$ cat config.mk
export PLATFORM = sky130hd
export DESIGN_NAME = osgm_top
export DESIGN_NICKNAME = d
export VERILOG_FILES = /design/src/hdl/osgm_pkg.sv /design/src/hdl/osgm_tick_if.sv /design/src/hdl/osgm_top.sv /design/src/hdl/osgm_ms_base.sv
export SDC_FILE = /design/constraint.sdc
export NUM_CORES = 1
export LEC_CHECK = 0
export BUFFER_PORTS_ARGS = -buffer_cell sky130_fd_sc_hd__buf_2
export CORE_UTILIZATION = 50
export CTS_BUF_LIST = sky130_fd_sc_hd__clkbuf_8
export DETAILED_ROUTE_END_ITERATION = 10
export GPL_TIMING_DRIVEN = 0
export PLACE_DENSITY = 0.66
export RECOVER_POWER = 50
export SYNTH_ARGS = -nofsm -noshare
export SYNTH_HDL_FRONTEND = slang
export SYNTH_SLANG_ARGS = --single-unit
$ cat constraint.sdc
create_clock -name clk -period 4.4 [get_ports clk]
set_clock_uncertainty 0.2 [all_clocks]
set_input_delay 0.44 -clock clk [delete_from_list [all_inputs] [get_ports clk]]
set_output_delay 0.44 -clock clk [all_outputs]
set_load 0.03 [all_outputs]
$ cat src/hdl/osgm_pkg.sv
// package: command codes, fields and timing constants of the start-up and output-good monitor
package osgm_pkg;
  localparam logic [7:0] OSGM_CMD_GOOD_ASSERT = 8'h5E;
  localparam logic [7:0] OSGM_CMD_GOOD_NEGATE = 8'h5F;
  localparam logic [7:0] OSGM_CMD_TURN_ON_WAIT = 8'h60;
  localparam logic [7:0] OSGM_CMD_RAMP = 8'h61;
  localparam logic [7:0] OSGM_CMD_TIMEOUT = 8'h62;
  localparam logic [7:0] OSGM_CMD_RESPONSE = 8'h63;
  localparam logic [7:0] OSGM_CMD_TIME_UNIT = 8'hD2;
  localparam logic [15:0] OSGM_WORD_RESET = 16'h0000;
  localparam logic [7:0] OSGM_BYTE_RESET = 8'h00;
  localparam logic [15:0] OSGM_UNIT_RESET = 16'h0001;
  localparam int OSGM_RESP_HI = 7;
  localparam int OSGM_RESP_LO = 6;
  localparam int OSGM_RETRY_HI = 5;
  localparam int OSGM_RETRY_LO = 3;
  localparam int OSGM_DELAY_HI = 2;
  localparam int OSGM_DELAY_LO = 0;
  localparam logic [1:0] OSGM_RESP_IGNORE = 2'h0;
  localparam logic [1:0] OSGM_RESP_RUN_ON = 2'h1;
  localparam logic [1:0] OSGM_RESP_RETRY = 2'h2;
  localparam logic [1:0] OSGM_RESP_LATCH = 2'h3;
  localparam logic [2:0] OSGM_RETRY_FOREVER = 3'h7;
  localparam int OSGM_CLK_MHZ = 100;
  localparam int OSGM_MS_US = 1000;
  localparam int OSGM_MS_CYCLES = OSGM_CLK_MHZ * OSGM_MS_US;
  typedef enum logic [5:0] {
    OSGM_OFF = 6'h01,
    OSGM_WAIT = 6'h02,
    OSGM_RAMP = 6'h04,
    OSGM_ON = 6'h08,
    OSGM_HOLD = 6'h10,
    OSGM_LATCHED = 6'h20
  } osgm_state_t;
endpackage

$ cat src/hdl/osgm_tick_if.sv
// interface: millisecond tick between the top and the time base
`timescale 1ns/10ps
interface osgm_tick_if;
  logic ms_tick;
  modport src (output ms_tick);
  modport dst (input ms_tick);
endinterface

$ cat src/hdl/osgm_top.sv
// top: command registers, turn-on sequencer and output-good monitor
`timescale 1ns/10ps
module osgm_top #(
  parameter int MS_CYCLES = osgm_pkg::OSGM_MS_CYCLES
) (
  // clock and reset
  input wire logic clk,
  input wire logic nrst,
  // command port
  input wire logic [7:0] cmd_code,
  input wire logic cmd_wr,
  input wire logic [15:0] cmd_wdata,
  output logic [15:0] cmd_rdata,
  // converter side
  input wire logic enable,
  input wire logic [15:0] vout,
  input wire logic uv_reached,
  input wire logic pin_function_setup,
  input wire logic fault_clear,
  output logic output_on,
  output logic ramp_active,
  output logic output_ok_indication,
  output logic good_status,
  output logic timeout_fault
);
  import osgm_pkg::*;

  function automatic logic [7:0] osgm_pow2(input logic [2:0] n);
    osgm_pow2 = 8'h01 << n;
  endfunction

  osgm_tick_if tk();
  osgm_ms_base #(.MS_CYCLES(MS_CYCLES)) u_base (.clk(clk), .nrst(nrst), .tick(tk));

  logic [15:0] assert_ff, negate_ff, wait_ff, ramp_ff, limit_ff, unit_ff;
  logic [7:0] resp_ff;
  logic [15:0] nxt_assert, nxt_negate, nxt_wait, nxt_ramp, nxt_limit, nxt_unit;
  logic [7:0] nxt_resp;

  always_comb begin
    nxt_assert = assert_ff;
    nxt_negate = negate_ff;
    nxt_wait = wait_ff;
    nxt_ramp = ramp_ff;
    nxt_limit = limit_ff;
    nxt_unit = unit_ff;
    nxt_resp = resp_ff;
    if (cmd_wr) begin
      case (cmd_code)
        OSGM_CMD_GOOD_ASSERT: nxt_assert = cmd_wdata;
        OSGM_CMD_GOOD_NEGATE: nxt_negate = cmd_wdata;
        OSGM_CMD_TURN_ON_WAIT: nxt_wait = cmd_wdata;
        OSGM_CMD_RAMP: nxt_ramp = cmd_wdata;
        OSGM_CMD_TIMEOUT: nxt_limit = cmd_wdata;
        OSGM_CMD_TIME_UNIT: nxt_unit = cmd_wdata;
        OSGM_CMD_RESPONSE: nxt_resp = cmd_wdata[7:0];
        default: ;
      endcase
    end
  end

  always_comb begin
    case (cmd_code)
      OSGM_CMD_GOOD_ASSERT: cmd_rdata = assert_ff;
      OSGM_CMD_GOOD_NEGATE: cmd_rdata = negate_ff;
      OSGM_CMD_TURN_ON_WAIT: cmd_rdata = wait_ff;
      OSGM_CMD_RAMP: cmd_rdata = ramp_ff;
      OSGM_CMD_TIMEOUT: cmd_rdata = limit_ff;
      OSGM_CMD_TIME_UNIT: cmd_rdata = unit_ff;
      OSGM_CMD_RESPONSE: cmd_rdata = {8'h00, resp_ff};
      default: cmd_rdata = 16'h0000;
    endcase
  end

  // sequencer state
  osgm_state_t st_ff, nxt_st;
  logic [15:0] ms_ff, nxt_ms;
  logic [15:0] to_ff, nxt_to;
  logic [15:0] unit_cnt_ff, nxt_unit_cnt;
  logic [7:0] du_ff, nxt_du;
  logic [2:0] tries_ff, nxt_tries;
  logic tofault_ff, nxt_tofault;
  logic good_ff, nxt_good;
  logic gstat_ff, nxt_gstat;

  logic [1:0] resp;
  logic [2:0] retries;
  logic [7:0] delay_units;
  logic tick;
  logic unit_done;
  logic expired;
  logic may_retry;
  assign resp = resp_ff[OSGM_RESP_HI:OSGM_RESP_LO];
  assign retries = resp_ff[OSGM_RETRY_HI:OSGM_RETRY_LO];
  assign delay_units = osgm_pow2(resp_ff[OSGM_DELAY_HI:OSGM_DELAY_LO]);
  assign tick = tk.ms_tick;
  // unit length in ms; zero treated as one so the hold never stalls
  assign unit_done = tick && (unit_cnt_ff + 16'h1 >= unit_ff);
  assign expired = (limit_ff != 16'h0) && tick && (to_ff + 16'h1 >= limit_ff);
  assign may_retry = (retries == OSGM_RETRY_FOREVER) || (tries_ff < retries);

  always_comb begin
    nxt_st = st_ff;
    nxt_ms = ms_ff;
    nxt_to = to_ff;
    nxt_unit_cnt = unit_cnt_ff;
    nxt_du = du_ff;
    nxt_tries = tries_ff;
    nxt_tofault = tofault_ff;
    if (fault_clear) begin
      nxt_tofault = 1'b0;
    end
    case (st_ff)
      OSGM_OFF: begin
        nxt_tries = 3'h0;
        if (enable && !tofault_ff) begin
          nxt_st = OSGM_WAIT;
          nxt_ms = 16'h0;
        end
      end
      OSGM_WAIT: begin
        if (!enable) begin
          nxt_st = OSGM_OFF;
        end else if (ms_ff >= wait_ff) begin
          nxt_st = OSGM_RAMP;
          nxt_ms = 16'h0;
          nxt_to = 16'h0;
        end else if (tick) begin
          nxt_ms = ms_ff + 16'h1;
        end
      end
      OSGM_RAMP: begin
        if (tick) begin
          nxt_to = to_ff + 16'h1;
          if (ms_ff < ramp_ff) begin
            nxt_ms = ms_ff + 16'h1;
          end
        end
        if (!enable) begin
          nxt_st = OSGM_OFF;
        end else if (uv_reached) begin
          nxt_st = OSGM_ON;
        end else if (expired) begin
          nxt_tofault = 1'b1;
          nxt_unit_cnt = 16'h0;
          nxt_du = 8'h0;
          case (resp)
            OSGM_RESP_IGNORE: nxt_st = OSGM_ON;
            OSGM_RESP_RUN_ON: nxt_st = OSGM_HOLD;
            OSGM_RESP_RETRY: nxt_st = may_retry ? OSGM_HOLD : OSGM_LATCHED;
            default: nxt_st = OSGM_LATCHED;
          endcase
        end
      end
      OSGM_ON: begin
        if (!enable) begin
          nxt_st = OSGM_OFF;
        end
      end
      OSGM_HOLD: begin
        // run-on keeps output up, retry keeps it off, for the decoded count
        if (!enable) begin
          nxt_st = OSGM_OFF;
        end else if (unit_done) begin
          nxt_unit_cnt = 16'h0;
          if (du_ff + 8'h1 >= delay_units) begin
            if (resp == OSGM_RESP_RUN_ON && !may_retry) begin
              nxt_st = OSGM_LATCHED;
            end else begin
              nxt_st = OSGM_WAIT;
              nxt_ms = 16'h0;
              if (retries != OSGM_RETRY_FOREVER) begin
                nxt_tries = tries_ff + 3'h1;
              end
            end
          end else begin
            nxt_du = du_ff + 8'h1;
          end
        end else if (tick) begin
          nxt_unit_cnt = unit_cnt_ff + 16'h1;
        end
      end
      OSGM_LATCHED: begin
        if (!enable || fault_clear) begin
          nxt_st = OSGM_OFF;
        end
      end
      default: nxt_st = OSGM_OFF;
    endcase
  end

  // output-good monitor with hysteresis between the two levels
  always_comb begin
    nxt_good = good_ff;
    nxt_gstat = 1'b0;
    if (st_ff == OSGM_ON || st_ff == OSGM_RAMP || st_ff == OSGM_HOLD) begin
      if (vout >= assert_ff) begin
        nxt_good = 1'b1;
      end else if (vout < negate_ff) begin
        nxt_good = 1'b0;
      end
    end else begin
      nxt_good = 1'b0;
    end
    if (vout < negate_ff) begin
      nxt_gstat = 1'b1;
    end
  end

  always_ff @(posedge clk or negedge nrst) begin
    if (!nrst) begin
      assert_ff <= OSGM_WORD_RESET;
      negate_ff <= OSGM_WORD_RESET;
      wait_ff <= OSGM_WORD_RESET;
      ramp_ff <= OSGM_WORD_RESET;
      limit_ff <= OSGM_WORD_RESET;
      unit_ff <= OSGM_UNIT_RESET;
      resp_ff <= OSGM_BYTE_RESET;
      st_ff <= OSGM_OFF;
      ms_ff <= 16'h0;
      to_ff <= 16'h0;
      unit_cnt_ff <= 16'h0;
      du_ff <= 8'h0;
      tries_ff <= 3'h0;
      tofault_ff <= 1'b0;
      good_ff <= 1'b0;
      gstat_ff <= 1'b0;
    end else begin
      assert_ff <= nxt_assert;
      negate_ff <= nxt_negate;
      wait_ff <= nxt_wait;
      ramp_ff <= nxt_ramp;
      limit_ff <= nxt_limit;
      unit_ff <= nxt_unit;
      resp_ff <= nxt_resp;
      st_ff <= nxt_st;
      ms_ff <= nxt_ms;
      to_ff <= nxt_to;
      unit_cnt_ff <= nxt_unit_cnt;
      du_ff <= nxt_du;
      tries_ff <= nxt_tries;
      tofault_ff <= nxt_tofault;
      good_ff <= nxt_good;
      gstat_ff <= nxt_gstat;
    end
  end

  assign output_on = (st_ff == OSGM_RAMP) || (st_ff == OSGM_ON)
    || (st_ff == OSGM_HOLD && resp == OSGM_RESP_RUN_ON);
  assign ramp_active = (st_ff == OSGM_RAMP) && (ms_ff < ramp_ff);
  assign output_ok_indication = good_ff && pin_function_setup;
  assign good_status = gstat_ff;
  assign timeout_fault = tofault_ff;
endmodule // osgm_top

$ cat src/hdl/osgm_ms_base.sv
// time base: one-cycle pulse per millisecond
`timescale 1ns/10ps
module osgm_ms_base #(
  parameter int MS_CYCLES = osgm_pkg::OSGM_MS_CYCLES
) (
  // clock and reset
  input wire logic clk,
  input wire logic nrst,
  // tick out
  osgm_tick_if.src tick
);
  import osgm_pkg::*;
  logic [31:0] cnt_ff;
  logic [31:0] nxt_cnt;
  always_comb begin
    if (cnt_ff == 32'(MS_CYCLES - 1)) begin
      nxt_cnt = 32'h0;
    end else begin
      nxt_cnt = cnt_ff + 32'h1;
    end
  end
  always_ff @(posedge clk or negedge nrst) begin
    if (!nrst) begin
      cnt_ff <= 32'h0;
    end else begin
      cnt_ff <= nxt_cnt;
    end
  end
  assign tick.ms_tick = (cnt_ff == 32'(MS_CYCLES - 1));
endmodule // osgm_ms_base

==> metrics.yaml <==
grt_usage: 0.266
fin_crit_ps: 4260
crit_arrival_ps: 4470
insertion_delay_ps: 550
die-area_um2: 25800
ys_types: 66
grt_pass1_wl_mm: 54.0
numCtsBuffers: 40
yosysSeqAreaShare: 0.406
synth_top_area_frac: 0.402
fin_area_um2: 14300
hp-class: "input port to flop"
hold_viol_final: 0
tns_ps: 0
synthArstFlopShare: 1.00
rsz0062_at_grt: "false"
critPathMaxFanout: 10
num_rows: 57
synth_area_um2: 12600
fmax_ghz: 0.235
final_layout_size_suffix_gt1_frac: 0.174
min_to: "wait_ff[12]$_DFFE_PN0P_"
post-synth-top-area-cell: "dfrtp_1"
synthMuxAreaShare: 0.0853
synthCells: 1311
drv_slew: 87
synth_compound_area_frac: 0.140
status: "finished with violations"
synth_edf_count: 0
cts_root_buf: "clkbuf_8"
n_fill_cell: 2241
yosys.area_share.adder: 0.109
place_congestion: 0.916
cp-startpoint: "to_ff[0]$_DFFE_PN0P_"
startpoint_type: "flop"
htree_levels: 2
core_area_um2: 24500
via_count: 10400
first_pass_iters: 7
p_comb_frac: 0.153
r2r_setup_slack_ps: 140
post-dp-hpwl_mm: 24.7
clock_sinks: 204
min-delay-start: "cmd_wdata[12]"
p_int_uw: 3350
min_period_over_period: 0.968
vias_per_cell: 5.86
cp-end-kind: "flop"
synth_nets: 1468
seqPwrFrac: 0.428
p_per_area_nw_per_um2: 333
synth_ff_type: "dfrtp_1"
grt_start_max_net_pins: 119
tightest_slew_ps: 2220
power.share.switching: 0.293
start_util: 0.513
ff2ff_path_depth: 16
synth_simple_gate_area_frac: 0.168
setup_viol: 0
p_sw_uw: 1390
wl_per_cell_um: 19.0
fp.dieW_um: 161
port_buffers: 65
routed_wl_mm: 33.8
r2r_end: "unit_cnt_ff[9]$_DFFE_PN0P_"
final_cell_mix: "dfrtp_1 (200), inv_1 (119), ha_1 (109)"
cts_tree: "done"
crit_type: "flop to flop"
synth_area_leaders: "dfrtp_1 (40%), ha_1 (11%), mux2_2 (8.1%), o21ai_0 (4.1%), inv_1 (3.2%)"
clock_path_buffers: 3
violations: "capacitance limit, slew limit"
syn_avg_cell_area_um2: 9.60
hold_ws_ps: 29.8
drcViolationCount: 0
ir_drop_uv: 291
leakage_uw: 0.00687
grt_pass1_vias: 10100
ys_ff_latch: 204
io_pins: 68
ant_nets: 0
critPathRequiredTime_ps: 4610
clk_pin_slew_ps: 60
clkPwrFrac: 0.419
fin_nets: 1578
slew_headroom: -0.481
antenna_found_initial: 1
maxCapViolCount: 1
yosys_warnings: 0
synth_xor_area_frac: 0.0446
drt_iter0_drc: 797
final_common_cell: "dfrtp_1"
reg2reg_from: "to_ff[0]$_DFFE_PN0P_"
die_y_um: 161
synth_top_family_by_area: "simple AND/OR/NAND/NOR gates"
grt-ovfl-total: 0
holdPathStages: 3
syn_to_final_growth_pct: 13.3
dpl-instance-area_um2: 13300
-- layer usage --
layer	GRT usage	share of wire	vias to the layer above
li1	-	-	4921
met1	0.372	0.45	5069
met2	0.422	0.46	334
met3	0.0431	0.064	82
met4	0.0827	0.029	0
met5	0	0	-
-- state kept, by name, indices dropped and copies added (netlist names), 3 cells and up --
signal         count
to_ff             16
resp_ff            8
tries_ff           3
unit_cnt_ff       16
wait_ff           16
st_ff              6
du_ff              8
limit_ff          16
u_base.cnt_ff     32
negate_ff         16
ramp_ff           16
assert_ff         16
unit_ff           16
ms_ff             16
-- power by group through the flow --
stage          sequential (uW)  combinational, uW  clock, uW
2_1_floorplan             2040                449          0
3_3_place_gp              2060                683          0
3_5_place_dp              2060                702          0
4_1_cts                   2030                716       2020
5_1_grt                   2040                795       2120
6_report                  2030                725       1990
-- synthesized netlist by cell type, types with 3 or more instances --
library cell,n
nand2b_1,16
xor2_1,28
a21o_1,23
nor4_1,9
nand3b_1,5
and4_1,3
mux2i_1,6
o21ai_0,102
o21a_1,3
or4_1,7
nand4_1,27
or3_1,8
a21oi_1,52
o41ai_1,3
nand4b_1,3
nor3b_1,9
nand3_1,68
and3_1,23
clkbuf_1,38
or2_2,5
a211oi_1,6
a22oi_1,33
buf_2,4
nor3_1,16
a22o_1,16
nor2b_1,9
ha_1,110
inv_1,107
nor2_1,71
a211o_1,3
mux2_2,90
nand2_1,107
o31ai_1,19
a2111oi_0,3
nor4b_1,3
xnor2_1,36
dfrtp_1,202
-- logic make-up after synthesis --
group           count (synthesis)
flops                         204
compound gates                279
xor+xnor                       64
fa+ha+maj                     110
mux                            96
simple gates                  406
buf+inv                       152
-- through the flow --
stage               total power, uW  utilization  setup slack, ps  cells
finish                         4740        0.581              142   1775
CTS                            4760        0.581             29.2   1775
floorplan                      2480            -              517   1311
global placement               2740        0.543             -933   1700
detailed placement             2760        0.544             -263   1701
global route                   4950        0.581             21.8   1773
-- repair_timing --
item	4_1_cts	5_1_grt
endpoints found under the hold margin	86	0
resized for setup	8	12
hold buffers	2	0
setup buffers	3	0
cloned	0	0
setup endpoints to repair	42	43
pin swaps	2	3
-- how the worst max path moves through the flow --
stage / to / slack (ps) / depth (start not counted)
after floorplan: du_ff[0]$_DFFE_PN0P_ / 520 / 18
after global placement: to_ff[10]$_DFFE_PN0P_ / -930 / 1
after detailed placement: ms_ff[6]$_DFFE_PN0P_ / -260 / 18
after CTS: du_ff[0]$_DFFE_PN0P_ / 30 / 14
after global routing: unit_cnt_ff[9]$_DFFE_PN0P_ / 20 / 16
final: unit_cnt_ff[9]$_DFFE_PN0P_ / 140 / 16
-- layout make-up --
cell class / count / area, um2 / share of cell area
Multi-Input combinational cell: 955 / 6940 / 0.487
Sequential cell: 204 / 5110 / 0.358
Clock buffer: 50 / 688 / 0.0483
Tap cell: 324 / 405 / 0.0284
Inverter: 107 / 402 / 0.0282
Timing Repair Buffer: 71 / 392 / 0.0275
Buffer: 42 / 176 / 0.0124
Clock inverter: 20 / 140 / 0.00983
Antenna cell: 2 / 5.00 / 0.000351
-- critical path: stages (launching register included) --
cell and delay [ps]:
dfrtp_2 420, ha_1 250, nand3_1 150, nor2_2 200, and3_1 260, and3_2 270
and3_1 180, xor2_1 240, ha_1 300, a21o_1 170, a21oi_1 200, o31ai_2 110
o211ai_1 440, a21o_1 290, clkbuf_4 230, nor3b_1 70, a21o_1 160
Note: power is estimated with default switching activity, not from simulation.
